### src/rtl/gpio_pkg.sv
// package with register map, field positions and reset values of the port block
// What this block does
// trigger type 0: a low level on an external interrupt pin raises its request
// trigger type 1: high sample then low sample sets the request flag
// each interrupt pin sampled every clock; source holds each level two clocks
// edge mode: request flag clears when the cpu enters the service routine
// level mode: source must release its low before the routine ends
// either external interrupt request can wake the device from power-down
// eight keypad inputs, individually enabled, on port 1 pins 0 to 7
// keypad flag sets on an interrupt condition at an enabled port 1 pin
// keypad flag clears by hardware once the pressed key is released
// any enabled keypad input wakes the device from idle, stop and sleep
// keypad enable register is 8 bits, read/write, resets to zero
// three ports, 22 pins, each with output latch and two mode bits per pin
// mode bits 00 input, 01 pull-up input, 10 push-pull, 11 open-drain
// no quasi-bidirectional behaviour, only the four modes exist
// a pin selected as analog has its digital input path disabled
// analog pins lose output drive by being placed in input-only mode
// shared pin goes to the outer function first, blocking inner ones
// in stop mode all input buffers off except interrupt, reset and crystal pins
// enabled keypad pins keep their input buffers on during stop mode
// an ordinary port read returns the pin state, not the latch
// read-modify-write and bit set/clear use the latch, then write the whole port
// external interrupt and keypad inputs pass a two-stage synchroniser first
package gpio_pkg;
  localparam int          NUM_PINS      = 22;
  localparam int          KB_PINS       = 8;
  localparam int          KB_BASE       = 8;  // port 1 starts at pin 8
  localparam int          ADDR_W        = 12;
  // register byte offsets
  localparam logic [11:0] OFF_PORT_PINS = 12'h000;
  localparam logic [11:0] OFF_LATCH     = 12'h004;
  localparam logic [11:0] OFF_LATCH_SET = 12'h008;
  localparam logic [11:0] OFF_LATCH_CLR = 12'h00c;
  localparam logic [11:0] OFF_MODE_FIRST  = 12'h010;
  localparam logic [11:0] OFF_MODE_SECOND = 12'h014;
  localparam logic [11:0] OFF_ANALOG_SEL  = 12'h018;
  localparam logic [11:0] OFF_EXT_CTRL  = 12'h01c;
  localparam logic [11:0] OFF_KB_FLAG   = 12'h020;
  localparam logic [11:0] OFF_KB_ENABLE = 12'h0bc;
  // ext control fields: trigger types in bits 1:0, request flags in bits 3:2
  localparam int          EXT_TRIG_LSB  = 0;
  localparam int          EXT_FLAG_LSB  = 2;
  // reset values
  localparam logic [21:0] RST_LATCH     = 22'h3fffff;
  localparam logic [21:0] RST_MODE      = 22'h000000;
  localparam logic [21:0] RST_ANALOG    = 22'h000000;
  localparam logic [7:0]  RST_KB_ENABLE = 8'h00;
  localparam logic [1:0]  RST_TRIG      = 2'h0;
endpackage

### src/rtl/port_pins_irq.sv
// port pin logic with external interrupt and keypad detection behind an apb slave
//
// The APB register port was left to the implementer.
`timescale 1ns/100ps
module port_pins_irq (
  // clock and reset
  input  wire logic        pclk,
  input  wire logic        presetn,
  // apb slave
  input  wire logic        psel,
  input  wire logic        penable,
  input  wire logic        pwrite,
  input  wire logic [11:0] paddr,
  input  wire logic [31:0] pwdata,
  output logic      [31:0] prdata,
  output logic             pready,
  output logic             pslverr,
  // port pads
  input  wire logic [21:0] pad_in,
  output logic      [21:0] pad_out,
  output logic      [21:0] pad_oe,
  output logic      [21:0] pad_pullup,
  output logic      [21:0] input_buf_en,
  // alternate functions, outer ranks above inner
  input  wire logic [21:0] alt_outer_oe,
  input  wire logic [21:0] alt_outer_out,
  input  wire logic [21:0] alt_inner_oe,
  input  wire logic [21:0] alt_inner_out,
  // external interrupt pins and cpu side
  input  wire logic        ext_irq_a_pin,
  input  wire logic        ext_irq_b_pin,
  input  wire logic [1:0]  ext_irq_ack,
  input  wire logic        stop_mode,
  output logic      [1:0]  ext_irq_req,
  output logic             keypad_irq,
  output logic             wake_req
);

  typedef struct packed {
    logic [21:0] pin_s1;
    logic [21:0] pin_s2;
    logic [1:0]  ext_s1;
    logic [1:0]  ext_s2;
    logic [1:0]  ext_prev;
    logic [1:0]  ext_flag;
    logic [1:0]  trig;
    logic [7:0]  kb_en;
    logic        kb_flag;
    logic        kb_cond_prev;
    logic [21:0] latch;
    logic [21:0] mode_first;
    logic [21:0] mode_second;
    logic [21:0] analog_sel;
    logic [31:0] prdata;
    logic        pready;
    logic        pslverr;
    logic [21:0] pad_out;
    logic [21:0] pad_oe;
    logic [21:0] pad_pullup;
    logic [21:0] input_en;
    logic [1:0]  ext_req;
    logic        kb_irq;
    logic        wake;
  } state_s;

  state_s cur_ff;
  state_s nxt_state;

  // buffer enable per pin: analog isolates, stop keeps only enabled keypad pins
  function automatic logic [21:0] buf_enable(input logic [21:0] ana,
                                             input logic        stop,
                                             input logic [7:0]  kben);
    logic [21:0] keep;
    keep = '0;
    keep[gpio_pkg::KB_BASE +: gpio_pkg::KB_PINS] = kben;
    buf_enable = ~ana & ({22{~stop}} | keep);
  endfunction

  function automatic logic addr_is(input logic [11:0] a, input logic [11:0] off);
    addr_is = (a == off);
  endfunction

  logic        acc_done;
  logic        wr_now;
  logic        mapped;
  logic [21:0] in_en;
  logic [21:0] pin_view;
  logic [1:0]  ext_fall;
  logic        kb_cond;
  logic [31:0] rd_val;

  assign acc_done = psel & penable & cur_ff.pready;
  assign wr_now   = acc_done & pwrite;
  assign in_en    = buf_enable(cur_ff.analog_sel, stop_mode, cur_ff.kb_en);
  assign pin_view = cur_ff.pin_s2 & in_en;
  assign ext_fall = cur_ff.ext_prev & ~cur_ff.ext_s2;
  // a pressed key pulls its pull-up pin low
  assign kb_cond  = |(cur_ff.kb_en
                    & ~cur_ff.pin_s2[gpio_pkg::KB_BASE +: gpio_pkg::KB_PINS]);

  always_comb begin
    mapped = 1'b1;
    rd_val = '0;
    case (paddr)
      gpio_pkg::OFF_PORT_PINS:   rd_val[21:0] = pin_view;
      gpio_pkg::OFF_LATCH:       rd_val[21:0] = cur_ff.latch;
      gpio_pkg::OFF_LATCH_SET:   rd_val[21:0] = cur_ff.latch;
      gpio_pkg::OFF_LATCH_CLR:   rd_val[21:0] = cur_ff.latch;
      gpio_pkg::OFF_MODE_FIRST:  rd_val[21:0] = cur_ff.mode_first;
      gpio_pkg::OFF_MODE_SECOND: rd_val[21:0] = cur_ff.mode_second;
      gpio_pkg::OFF_ANALOG_SEL:  rd_val[21:0] = cur_ff.analog_sel;
      gpio_pkg::OFF_EXT_CTRL:    rd_val[3:0]  = {cur_ff.ext_flag, cur_ff.trig};
      gpio_pkg::OFF_KB_FLAG:     rd_val[0]    = cur_ff.kb_flag;
      gpio_pkg::OFF_KB_ENABLE:   rd_val[7:0]  = cur_ff.kb_en;
      default:                   mapped       = 1'b0;
    endcase
  end

  always_comb begin
    nxt_state = cur_ff;
    // two-stage synchronisers; stage one feeds only stage two
    nxt_state.pin_s1   = pad_in;
    nxt_state.pin_s2   = cur_ff.pin_s1;
    nxt_state.ext_s1   = {ext_irq_b_pin, ext_irq_a_pin};
    nxt_state.ext_s2   = cur_ff.ext_s1;
    nxt_state.ext_prev = cur_ff.ext_s2;

    // apb: one wait state, answer registered
    nxt_state.pready  = psel & penable & ~cur_ff.pready;
    nxt_state.pslverr = 1'b0;
    nxt_state.prdata  = '0;
    if (psel & penable & ~cur_ff.pready) begin
      nxt_state.prdata  = pwrite ? 32'h0000_0000 : rd_val;
      nxt_state.pslverr = ~mapped;
    end

    if (wr_now) begin
      if (addr_is(paddr, gpio_pkg::OFF_PORT_PINS) || addr_is(paddr, gpio_pkg::OFF_LATCH))
        nxt_state.latch = pwdata[21:0];
      if (addr_is(paddr, gpio_pkg::OFF_LATCH_SET))
        nxt_state.latch = cur_ff.latch | pwdata[21:0];
      if (addr_is(paddr, gpio_pkg::OFF_LATCH_CLR))
        nxt_state.latch = cur_ff.latch & ~pwdata[21:0];
      if (addr_is(paddr, gpio_pkg::OFF_MODE_FIRST))
        nxt_state.mode_first = pwdata[21:0];
      if (addr_is(paddr, gpio_pkg::OFF_MODE_SECOND))
        nxt_state.mode_second = pwdata[21:0];
      if (addr_is(paddr, gpio_pkg::OFF_ANALOG_SEL))
        nxt_state.analog_sel = pwdata[21:0];
      if (addr_is(paddr, gpio_pkg::OFF_EXT_CTRL))
        nxt_state.trig = pwdata[gpio_pkg::EXT_TRIG_LSB +: 2];
      if (addr_is(paddr, gpio_pkg::OFF_KB_ENABLE))
        nxt_state.kb_en = pwdata[7:0];
    end

    // external interrupt flags, set beats any clear in the same cycle
    for (int i = 0; i < 2; i++) begin
      if (!cur_ff.trig[i]) begin
        nxt_state.ext_flag[i] = ~cur_ff.ext_s2[i];
      end else if (ext_fall[i]) begin
        nxt_state.ext_flag[i] = 1'b1;
      end else if (ext_irq_ack[i]) begin
        nxt_state.ext_flag[i] = 1'b0;
      end else if (wr_now && addr_is(paddr, gpio_pkg::OFF_EXT_CTRL)
                   && pwdata[gpio_pkg::EXT_FLAG_LSB + i]) begin
        nxt_state.ext_flag[i] = 1'b0;
      end
    end

    // keypad flag: press sets, release or software write-one clears
    nxt_state.kb_cond_prev = kb_cond;
    if (kb_cond && !cur_ff.kb_cond_prev)
      nxt_state.kb_flag = 1'b1;
    else if (!kb_cond)
      nxt_state.kb_flag = 1'b0;
    else if (wr_now && addr_is(paddr, gpio_pkg::OFF_KB_FLAG) && pwdata[0])
      nxt_state.kb_flag = 1'b0;

    // pad drive: outer function, then inner, then the four gpio modes
    for (int p = 0; p < gpio_pkg::NUM_PINS; p++) begin
      nxt_state.pad_pullup[p] = 1'b0;
      if (alt_outer_oe[p]) begin
        nxt_state.pad_oe[p]  = 1'b1;
        nxt_state.pad_out[p] = alt_outer_out[p];
      end else if (alt_inner_oe[p]) begin
        nxt_state.pad_oe[p]  = 1'b1;
        nxt_state.pad_out[p] = alt_inner_out[p];
      end else begin
        // only four modes; there is no weak quasi-bidirectional pull
        case ({cur_ff.mode_first[p], cur_ff.mode_second[p]})
          2'h0: begin
            nxt_state.pad_oe[p]  = 1'b0;
            nxt_state.pad_out[p] = 1'b0;
          end
          2'h1: begin
            nxt_state.pad_oe[p]     = 1'b0;
            nxt_state.pad_out[p]    = 1'b0;
            nxt_state.pad_pullup[p] = 1'b1;
          end
          2'h2: begin
            nxt_state.pad_oe[p]  = 1'b1;
            nxt_state.pad_out[p] = cur_ff.latch[p];
          end
          default: begin
            // open drain only ever pulls low
            nxt_state.pad_oe[p]  = ~cur_ff.latch[p];
            nxt_state.pad_out[p] = 1'b0;
          end
        endcase
      end
    end
    nxt_state.input_en = in_en;

    nxt_state.ext_req = nxt_state.ext_flag;
    nxt_state.kb_irq  = nxt_state.kb_flag;
    // wake straight from the condition so a stopped core needs no flag edge
    nxt_state.wake    = (|nxt_state.ext_flag) | kb_cond;
  end

  always_ff @(posedge pclk or negedge presetn) begin
    if (!presetn) begin
      cur_ff             <= '0;
      cur_ff.pin_s1      <= 22'h3fffff;
      cur_ff.pin_s2      <= 22'h3fffff;
      cur_ff.ext_s1      <= 2'h3;
      cur_ff.ext_s2      <= 2'h3;
      cur_ff.ext_prev    <= 2'h3;
      cur_ff.trig        <= gpio_pkg::RST_TRIG;
      cur_ff.kb_en       <= gpio_pkg::RST_KB_ENABLE;
      cur_ff.latch       <= gpio_pkg::RST_LATCH;
      cur_ff.mode_first  <= gpio_pkg::RST_MODE;
      cur_ff.mode_second <= gpio_pkg::RST_MODE;
      cur_ff.analog_sel  <= gpio_pkg::RST_ANALOG;
      cur_ff.input_en    <= 22'h3fffff;
    end else begin
      cur_ff <= nxt_state;
    end
  end

  assign prdata       = cur_ff.prdata;
  assign pready       = cur_ff.pready;
  assign pslverr      = cur_ff.pslverr;
  assign pad_out      = cur_ff.pad_out;
  assign pad_oe       = cur_ff.pad_oe;
  assign pad_pullup   = cur_ff.pad_pullup;
  assign input_buf_en = cur_ff.input_en;
  assign ext_irq_req  = cur_ff.ext_req;
  assign keypad_irq   = cur_ff.kb_irq;
  assign wake_req     = cur_ff.wake;
endmodule

### config.mk
export PLATFORM = sky130hd
export DESIGN_NAME = port_pins_irq
export DESIGN_NICKNAME = d
export VERILOG_FILES = /design/src/rtl/gpio_pkg.sv /design/src/rtl/port_pins_irq.sv
export SDC_FILE = /design/constraint.sdc
export NUM_CORES = 1
export LEC_CHECK = 0
export BUFFER_PORTS_ARGS = -buffer_cell sky130_fd_sc_hd__buf_2
export CAP_MARGIN = 20
export CORE_MARGIN = 10
export CORE_UTILIZATION = 30
export DETAILED_ROUTE_END_ITERATION = 8
export PLACE_DENSITY = 0.57
export SLEW_MARGIN = 15
export SYNTH_ARGS = -nofsm -noshare
export SYNTH_HDL_FRONTEND = slang
export SYNTH_SLANG_ARGS = --single-unit
export TNS_END_PERCENT = 20
### constraint.sdc
create_clock -name pclk -period 5.29 [get_ports pclk]
set_clock_uncertainty 0.1 [all_clocks]
set_input_delay 0.2645 -clock pclk [delete_from_list [all_inputs] [get_ports pclk]]
set_output_delay 0.2645 -clock pclk [all_outputs]
set_load 0.03 [all_outputs]
==> flow_summary.toml, run 1 <==
[status]
outcome = "finished, final reports clean"

[yosys]
synth_top_area_frac = 0.368
yosysWarnings = 0
netlist_top_cells_area = "dfrtp_1, dfstp_2, buf_4, mux2_2, a22o_1"
synth-edff-count = 0
syn_area_per_cell_sq_um = 12.6
synth_cells = 922
synth-async-reset-ratio = 1.00
synth_cell_types = 62
synthFlopType = "dfrtp_1"
synth_seq_cells = 265
yosys.area.top_type = "dfrtp_1"
synth_area_sq_um = 11600
ys_seq_area_frac = 0.581

[worst_setup_path]
cpPeakStageDelay_ns = 1.06
cp_slowest_cell = "nand3_2"
crit_path_cell_trace = "buf_2 > nor2b_2 > nand3_2 > mux2_2"
timing.reg2reg.setup_slack_ns = 2.63
cp_max_fo = 22
reg2reg_to = "cur_ff[213]"
crit_required_ns = 5.62
critical_path_buf_inv_count = 1
cp_data_arrival_time_ns = 3.04
reg2reg_depth = 5
r2r_start = "pready"
worstSetupPathType = "in -> reg"
crit_path_end_kind = "flop"
crit_family = "simple AND/OR/NAND/NOR gates"
startpoint_type = "input port"

[timing]
rsz0062_at_grt = "no"
finalSetupViolCount = 0
fin_crit_sh = 0.513
setup-tns-final_ns = 0
slew_violations = 0
max_freq_mhz = 368
layout_min_cycle_time_ns = 2.72
hold_viol = 0
worst_slew_pin_slew_ns = 1.06
slew_headroom = 0.289

[pwr]
comb_power_share = 0.091
sw_frac_of_total = 0.240
p_int_w = 0.00361
peakVddDrop_mv = 0.227
power_density_nw_per_um2 = 311
static-leakage-power_nw = 6.92
p_seq_frac = 0.447
pwr-share-clk = 0.463
p_switching_w = 0.00114

[min_path]
hold_class = "in -> async"

[clock_tree]
cts_root_buffer = "clkbuf_16"
hold_buffers = 156
cts_made_buffers = 30
clock_latency_ns = 0.57
htreeDepth = 1
cts_setup_buffers = 0
clk_path_buf_depth = 3
path_clk_slew_ns = 0.06
post_cts_resized = 0
cts_sinks = 265
tritoncts = "done"

[final_layout]
drive_above_1_share = 0.408
post-route-cell-area_sq_um = 15200
area_delta_synth_final_pct = 31.2
final_nets = 1406

[grt]
grt_pass1_vias = 9144
antenna_found_initial = 2
global_route.usage.total = 0.157
grt.overflow.total = 0
grt_pass1_wl_mm = 57.3
grt_max_degree = 92

[placement]
postPlaceCellArea_sq_um = 12600
hpwl_mm = 25.8
portBuffers = 269
place_congestion = 0.784

[job]
cap_violations = 0

[die]
die_x_um = 217
fp.dieArea_sq_um = 47000
io_pins = 290
dieHeight_um = 217
start_util = 0.302
rows = 72
core_sq_um = 38500

[routing]
antenna_left = 0
first_pass_iters = 5
finalWirelength_mm = 37.8
vias = 8465
drc_errors = 0
viasPerCell = 4.74
drt-initial-drc-count = 417
routedWlPerCell_um = 21.2
-- metrics by stage --
stage / hold slack (ns) / worst slack [ns] / power, W / util / cells
floorplan: -0.131 / 3.18 / 0.00235 / - / 931
global placement: 0.109 / 2.13 / 0.00249 / 0.328 / 1571
detailed placement: 0.113 / 2.06 / 0.00250 / 0.328 / 1571
CTS: 0.0870 / 2.61 / 0.00482 / 0.396 / 1783
global route: 0.103 / 2.51 / 0.00495 / 0.396 / 1785
finish: 0.110 / 2.57 / 0.00475 / 0.396 / 1785
-- worst reg2reg max path, cell delays in order, from the launching register on --
cell and delay (ns):
dfrtp_1 0.40, nand4_1 0.34, nor4_4 0.27, and2b_2 0.68
a22o_1 0.25, dlygate4sd3_1 0.54
-- layout by cell type (no fill, tap or decap), types with 23 or more instances in the layout --
master	instances
buf_2	268
mux2_2	70
a22oi_1	25
dlygate4sd3_1	156
inv_1	36
a22o_1	38
dfstp_2	94
a211oi_1	23
o21ai_0	25
a21oi_1	40
nand2_1	31
clkbuf_16	31
dfrtp_1	171
-- worst max path at each step --
stage	startpoint	endpoint	cells after the start
6_report	paddr[2]	cur_ff[158]	4
5_1_grt	pready	cur_ff[213]	5
4_1_cts	pready	cur_ff[213]	5
3_5_place_dp	paddr[2]	cur_ff[157]	4
3_3_place_gp	paddr[2]	cur_ff[152]	4
2_1_floorplan	pready	prdata[4]	5
-- synthesized netlist by cell type, types with 3 or more instances --
library cell    n
nand3b_1        3
o21ai_0        25
mux2_2         70
and4_1          3
nor3_1          4
a31o_2          4
buf_6           9
nor2b_1         5
a211o_1        22
nor4bb_1       21
a22o_1         38
nor4b_1        22
o22ai_1        11
nor4_1          3
and2_1         15
mux2_4          3
or3_1           4
a32oi_1         8
a2bb2oi_1       7
a2111oi_0       3
nand3_2         3
inv_1          36
clkbuf_1       14
nand2_1        31
a31oi_1        13
a22oi_1        25
buf_4         122
nor2_1         21
buf_2           9
dfstp_2        94
a211oi_1       23
dfrtp_1       171
nand2b_1        4
a21oi_1        40
-- power groups by stage --
stage	Combinational (W)	Sequential [W]	Clock [W]
finish	0.000430	0.00212	0.00220
global route	0.000467	0.00212	0.00236
CTS	0.000432	0.00212	0.00227
detailed placement	0.000346	0.00215	0
global placement	0.000341	0.00215	0
floorplan	0.000196	0.00215	0
-- state kept, by name (all words and copies together) (netlist names) --
register,cells
cur_ff,149
ext_irq_req,2
input_buf_en,22
keypad_irq,1
pad_oe,22
pad_out,22
pad_pullup,22
prdata,22
pready,1
pslverr,1
wake_req,1
-- final cells by class --
type | instances | area [sq um]
Fill cell | 3718 | 23200
Sequential cell | 265 | 6750
Multi-Input combinational cell | 476 | 3660
Timing Repair Buffer | 433 | 2990
Clock buffer | 40 | 860
Tap cell | 518 | 648
Clock inverter | 16 | 191
Inverter | 36 | 135
Antenna cell | 1 | 2.50
-- metal layers --
layer,up-vias,share of wire,GRT usage
li1,3894,-,-
met2,242,0.50,0.268
met5,-,0.00053,0
met3,46,0.061,0.0336
met1,4281,0.42,0.197
met4,2,0.017,0.0422
-- cells by family after synthesis --
kind of cell	Yosys count	share of synthesized area
flops	265	0.581
mux	76	0.0745
simple gates	159	0.0943
compound gates	231	0.142
other cells	1	0.000323
buf+inv	190	0.108
No activity file was read; power rests on OpenSTA's default activity.
==> inputs of run 2 (changes only) <==
- ABC_AREA: not set -> 1
- clock period: 5.29 -> 2.8 ns (I/O delays scaled with it)
==> run 2 against run 1 <==
First-iteration DRC count rose by 56%. Final cell count rose by 21%. Largest power group unchanged. Highest routed layer unchanged. Critical path depth rose by 8. Total power rose by 90%. Critical endpoint is now prdata[6]. Routed wire length rose by 1.4%.
==> flow_summary.toml, run 2 <==
[yosys]
synth-edff-count = 0
yosysWarnings = 0
synth_top_area_frac = 0.358
syn_area_per_cell_sq_um = 9.28
synth_seq_cells = 265
netlist_top_cells_area = "dfrtp_1, dfstp_2, nand2_1, buf_4, nand3_1"
synth_area_sq_um = 12000
synth_cell_types = 35
synthFlopType = "dfrtp_1"
ys_seq_area_frac = 0.564
yosys.area.top_type = "dfrtp_1"
synth_common_cells = "nand2_1, dfrtp_1, buf_4, nor2_1, inv_1"
synth-async-reset-ratio = 1.00
synth_cells = 1290
post-synth-top-count-cell = "nand2_1"

[worst_setup_path]
crit_required_ns = 3.20
crit_path_end_kind = "flop"
cp_data_arrival_time_ns = 2.64
worstSetupPathType = "in -> reg"
startpoint_type = "input port"
cp_max_fo = 9

[pwr]
p_seq_frac = 0.445
peakVddDrop_mv = 0.421
comb_power_share = 0.088
pwr-share-clk = 0.467
sw_frac_of_total = 0.242
p_switching_w = 0.00218
static-leakage-power_nw = 7.33
p_int_w = 0.00682
power_density_nw_per_um2 = 580

[routing]
antenna_left = 0
routedWlPerCell_um = 17.8
first_pass_iters = 5
drt-initial-drc-count = 651
vias = 9691
drc_errors = 0
viasPerCell = 4.50
finalWirelength_mm = 38.4

[die]
rows = 73
io_pins = 290
fp.dieArea_sq_um = 48300
dieHeight_um = 220
die_x_um = 220
start_util = 0.303
core_sq_um = 39500

[timing]
worst_slew_pin_slew_ns = 0.749
hold_viol = 0
rsz0062_at_grt = "no"
finalSetupViolCount = 0
slew_headroom = 0.500
slew_violations = 0
setup-tns-final_ns = 0
fin_crit_sh = 0.800
max_freq_mhz = 446
layout_min_cycle_time_ns = 2.24

[final_layout]
mostFrequentLayoutCell = "nand2_1"
largest_reg_flops = 149
n_fill_cell = 3886
area_delta_synth_final_pct = 29.7
final_cell_mix = "nand2_1, buf_2, dfrtp_1"
fin_cells = 2155
final_nets = 1768
top_register = "cur_ff"
drive_above_1_share = 0.300

[placement]
portBuffers = 269
place_congestion = 0.797
hpwl_mm = 26.6
dp_cells = 1955

[clock_tree]
clk_path_buf_depth = 3
cts_sinks = 265
clock_latency_ns = 0.57
tritoncts = "done"
hold_buffers = 141
cts_root_buffer = "clkbuf_16"
htreeDepth = 1
cts_made_buffers = 31
cts_setup_buffers = 0
path_clk_slew_ns = 0.06
post_cts_resized = 0

[min_path]
hold_class = "in -> async"

[grt]
antenna_found_initial = 6
grt_pass1_vias = 9945
grt.overflow.total = 0
grt_max_degree = 76
grt_pass1_wl_mm = 58.4
global_route.usage.total = 0.155

[job]
cap_violations = 0

[status]
outcome = "finished, final reports clean"
run 2: area by class of cell:
class                           instances  area, sq um  area share
Tap cell                              525          657      0.0423
Clock buffer                           41          863      0.0556
Antenna cell                            2         5.00    0.000323
Timing Repair Buffer                  431         2960       0.191
Sequential cell                       265         6750       0.435
Inverter                              105          395      0.0255
Clock inverter                         16          205      0.0132
Multi-Input combinational cell        770         3680       0.237
run 2: power by group through the flow:
stage               clock network [W]  registers, W  logic (W)
floorplan                           0       0.00406   0.000379
global placement                    0       0.00407   0.000632
detailed placement                  0       0.00407   0.000642
CTS                           0.00432       0.00401   0.000801
global route                  0.00448       0.00401   0.000867
finish                        0.00421       0.00400   0.000795
run 2: path summary, 6_finish.rpt:
path	startpoint	end	slack (ns)	cells past startpoint
worst max-delay path	penable	prdata[6]	0.56	12
min in group pclk	stop_mode	input_buf_en[1]	0.06	2
worst max register to register	pready	cur_ff[213]	0.77	8
worst min register to register	cur_ff[269]	cur_ff[247]	0.24	0
worst min-delay path	presetn	prdata[2]	0.06	2
max in group asynchronous	presetn	cur_ff[205]	1.66	3
run 2: logic make-up (layout without fill, tap and decap cells):
group | count (synthesis) | in the layout | share of synthesized area
AOI/OAI and AO/OA | 203 | 203 | 0.0966
buffers and inverters | 264 | 593 | 0.132
DFF | 265 | 265 | 0.564
other | 1 | 12 | 0.000313
and+or+nand+nor | 557 | 557 | 0.208
run 2: layer usage:
layer,vias up,wire length [um],global-route usage
met5,-,31,0
met4,6,963,0.0427
met3,65,2800,0.0377
met2,324,17800,0.251
met1,4611,16700,0.204
li1,4685,-,-
run 2: worst max-delay path: stages:
cell and delay, ns:
dlygate4sd3_1 0.52, buf_2 0.10, nand2_2 0.06, dlygate4sd3_1 0.56, nor2_1 0.12, inv_1 0.06, nor2_1 0.28, clkinv_1 0.14
buf_4 0.22, nor2_2 0.27, nand2_1 0.11, inv_1 0.07
run 2: per-stage QoR:
step | util | area (sq um) | hold slack, ns | setup slack, ns | total power (W)
2_1_floorplan | - | 12000 | -0.256 | 1.15 | 0.00444
6_report | 0.392 | 15500 | 0.0562 | 0.559 | 0.00900
3_3_place_gp | 0.329 | 13000 | 0.0757 | 0.588 | 0.00470
4_1_cts | 0.392 | 15500 | 0.0395 | 0.533 | 0.00912
3_5_place_dp | 0.329 | 13000 | 0.0806 | 0.599 | 0.00471
5_1_grt | 0.392 | 15500 | 0.0597 | 0.326 | 0.00936
==> inputs of run 3 (changes only) <==
- ABC_AREA: 1 -> 0
- clock period: 2.8 -> 2.1 ns (I/O delays scaled with it)
==> run 3 against run 2 <==
Sequential cell count unchanged. Design area up 1.0%. Worst hold slack worse by 0.014 ns. Final cell count down 15%. Critical path depth down 9. Largest power group is now registers. Sequential power up 34%. Global-route usage down 0.072 points. Total power up 29%. Setup slack worse by 0.51 ns. Critical path type is now reg -> reg.
==> flow_summary.toml, run 3 (synthesized netlist as in run 1, its figures left out) <==
[status]
outcome = "finished, final reports clean"

[final_layout]
final_cell_mix = "buf_2, dfrtp_1, dlygate4sd3_1"
final_nets = 1457
top_register = "cur_ff"
drive_above_1_share = 0.421
largest_reg_flops = 149
fin_cells = 1841
area_delta_synth_final_pct = 34.9
mostFrequentLayoutCell = "buf_2"

[clock_tree]
cts_sinks = 265
clk_path_buf_depth = 3
tritoncts = "done"
htreeDepth = 1
cts_setup_buffers = 0
cts_made_buffers = 31
clock_latency_ns = 0.57
path_clk_slew_ns = 0.06
cts_root_buffer = "clkbuf_16"

[routing]
vias = 8695
viasPerCell = 4.72
finalWirelength_mm = 37.7
routedWlPerCell_um = 20.5
drt-initial-drc-count = 487
first_pass_iters = 5
drc_errors = 0
antenna_left = 0

[timing]
fin_crit_sh = 0.975
slew_violations = 0
rsz0062_at_grt = "no"
finalSetupViolCount = 0
hold_viol = 0
slew_headroom = 0.379
layout_min_cycle_time_ns = 2.05
timing.final.ws_setup_ns = 0.0527
max_freq_mhz = 488
worst_slew_pin_slew_ns = 0.931

[placement]
dp_cells = 1615
hpwl_mm = 26.6
portBuffers = 269
dp_worst_setup_slack_ns = -0.172
place_congestion = 0.839

[grt]
grt_pass1_vias = 9345
grt_max_degree = 69
grt_pass1_wl_mm = 56.7
global_route.usage.total = 0.155
antenna_found_initial = 6
grt.overflow.total = 0

[die]
die_x_um = 217
dieHeight_um = 217
io_pins = 290
fp.dieArea_sq_um = 47000
core_sq_um = 38500
start_util = 0.302
rows = 72

[worst_setup_path]
cp_max_fo = 5
worstSetupPathType = "reg -> reg"
crit_path_end_kind = "flop"
crit_required_ns = 2.38
cp_data_arrival_time_ns = 2.33
startpoint_type = "flop"

[pwr]
static-leakage-power_nw = 7.13
peakVddDrop_mv = 0.668
power_density_nw_per_um2 = 743

[min_path]
hold_class = "in -> reg"

[job]
cap_violations = 0
[run 3: cell types whose count changed in the layout (fill, tap and decap cells not counted), moves of 21 or more]
cell	delta
o21ai_0	-26
a22o_1	+38
nor2_1	-104
mux2_2	+70
buf_4	+25
nand3_1	-95
nor4bb_1	+21
nor4b_1	+22
a211oi_1	+23
nand2_1	-242
o21ai_1	-71
inv_1	-61
dlygate4sd3_1	+21
[run 3: where the power goes]
group,internal (W),switching [W],total (W)
sequential,0.00530,0.0000446,0.00534
clock,0.00304,0.00212,0.00516
combinational,0.000476,0.000671,0.00115
total,0.00881,0.00284,0.0117
[run 3: cell type report]
cell class	instances	area, sq um
clock buffers	50	897
well taps	518	648
clock inverters	8	83.8
repair buffers	483	3480
fillers	3744	22800
diodes	5	12.5
multi-input cells	476	3670
flip-flops and latches	265	6750
inverters	36	135
[run 3: per-layer routing]
metal | GRT usage | up-vias | part of all wire
met5 | 0 | - | 0.00019
met4 | 0.0447 | 2 | 0.025
met3 | 0.0377 | 54 | 0.062
met2 | 0.264 | 248 | 0.49
met1 | 0.190 | 4376 | 0.42
li1 | - | 4015 | -
[run 3: critical path, stage by stage (launching register included)]
cell and delay (ns):
dfrtp_2 0.43, or4bb_1 0.55, buf_4 0.19, a2111oi_0 0.61
[run 3: timing repair]
item	CTS	global route
endpoints found under the setup margin	0	2
hold buffers	163	0
resized for setup	0	2
hold endpoints to repair	395	0
[run 3: final timing paths]
kind | from | end | slack (ns) | cells after the start
worst max register to register | pready | prdata[1] | 0.05 | 3
worst min register to register | cur_ff[259] | cur_ff[237] | 0.24 | 0
worst max-delay path | pready | prdata[1] | 0.05 | 3
max in group asynchronous | presetn | cur_ff[196] | 1.30 | 3
worst min-delay path | paddr[3] | prdata[0] | 0.04 | 4
min in group asynchronous | presetn | input_buf_en[18] | 0.14 | 2
[run 3: stage by stage]
stage,power (W),area [sq um],util,hold WS [ns],TNS [ns]
2_1_floorplan,0.00591,11700,-,-0.291,0
5_1_grt,0.0122,15700,0.408,0.0219,0
3_3_place_gp,0.00633,13000,0.339,-0.0452,-3.24
6_report,0.0117,15700,0.408,0.0424,0
4_1_cts,0.0118,15700,0.407,0.0111,0
3_5_place_dp,0.00634,13000,0.339,-0.0467,-3.62
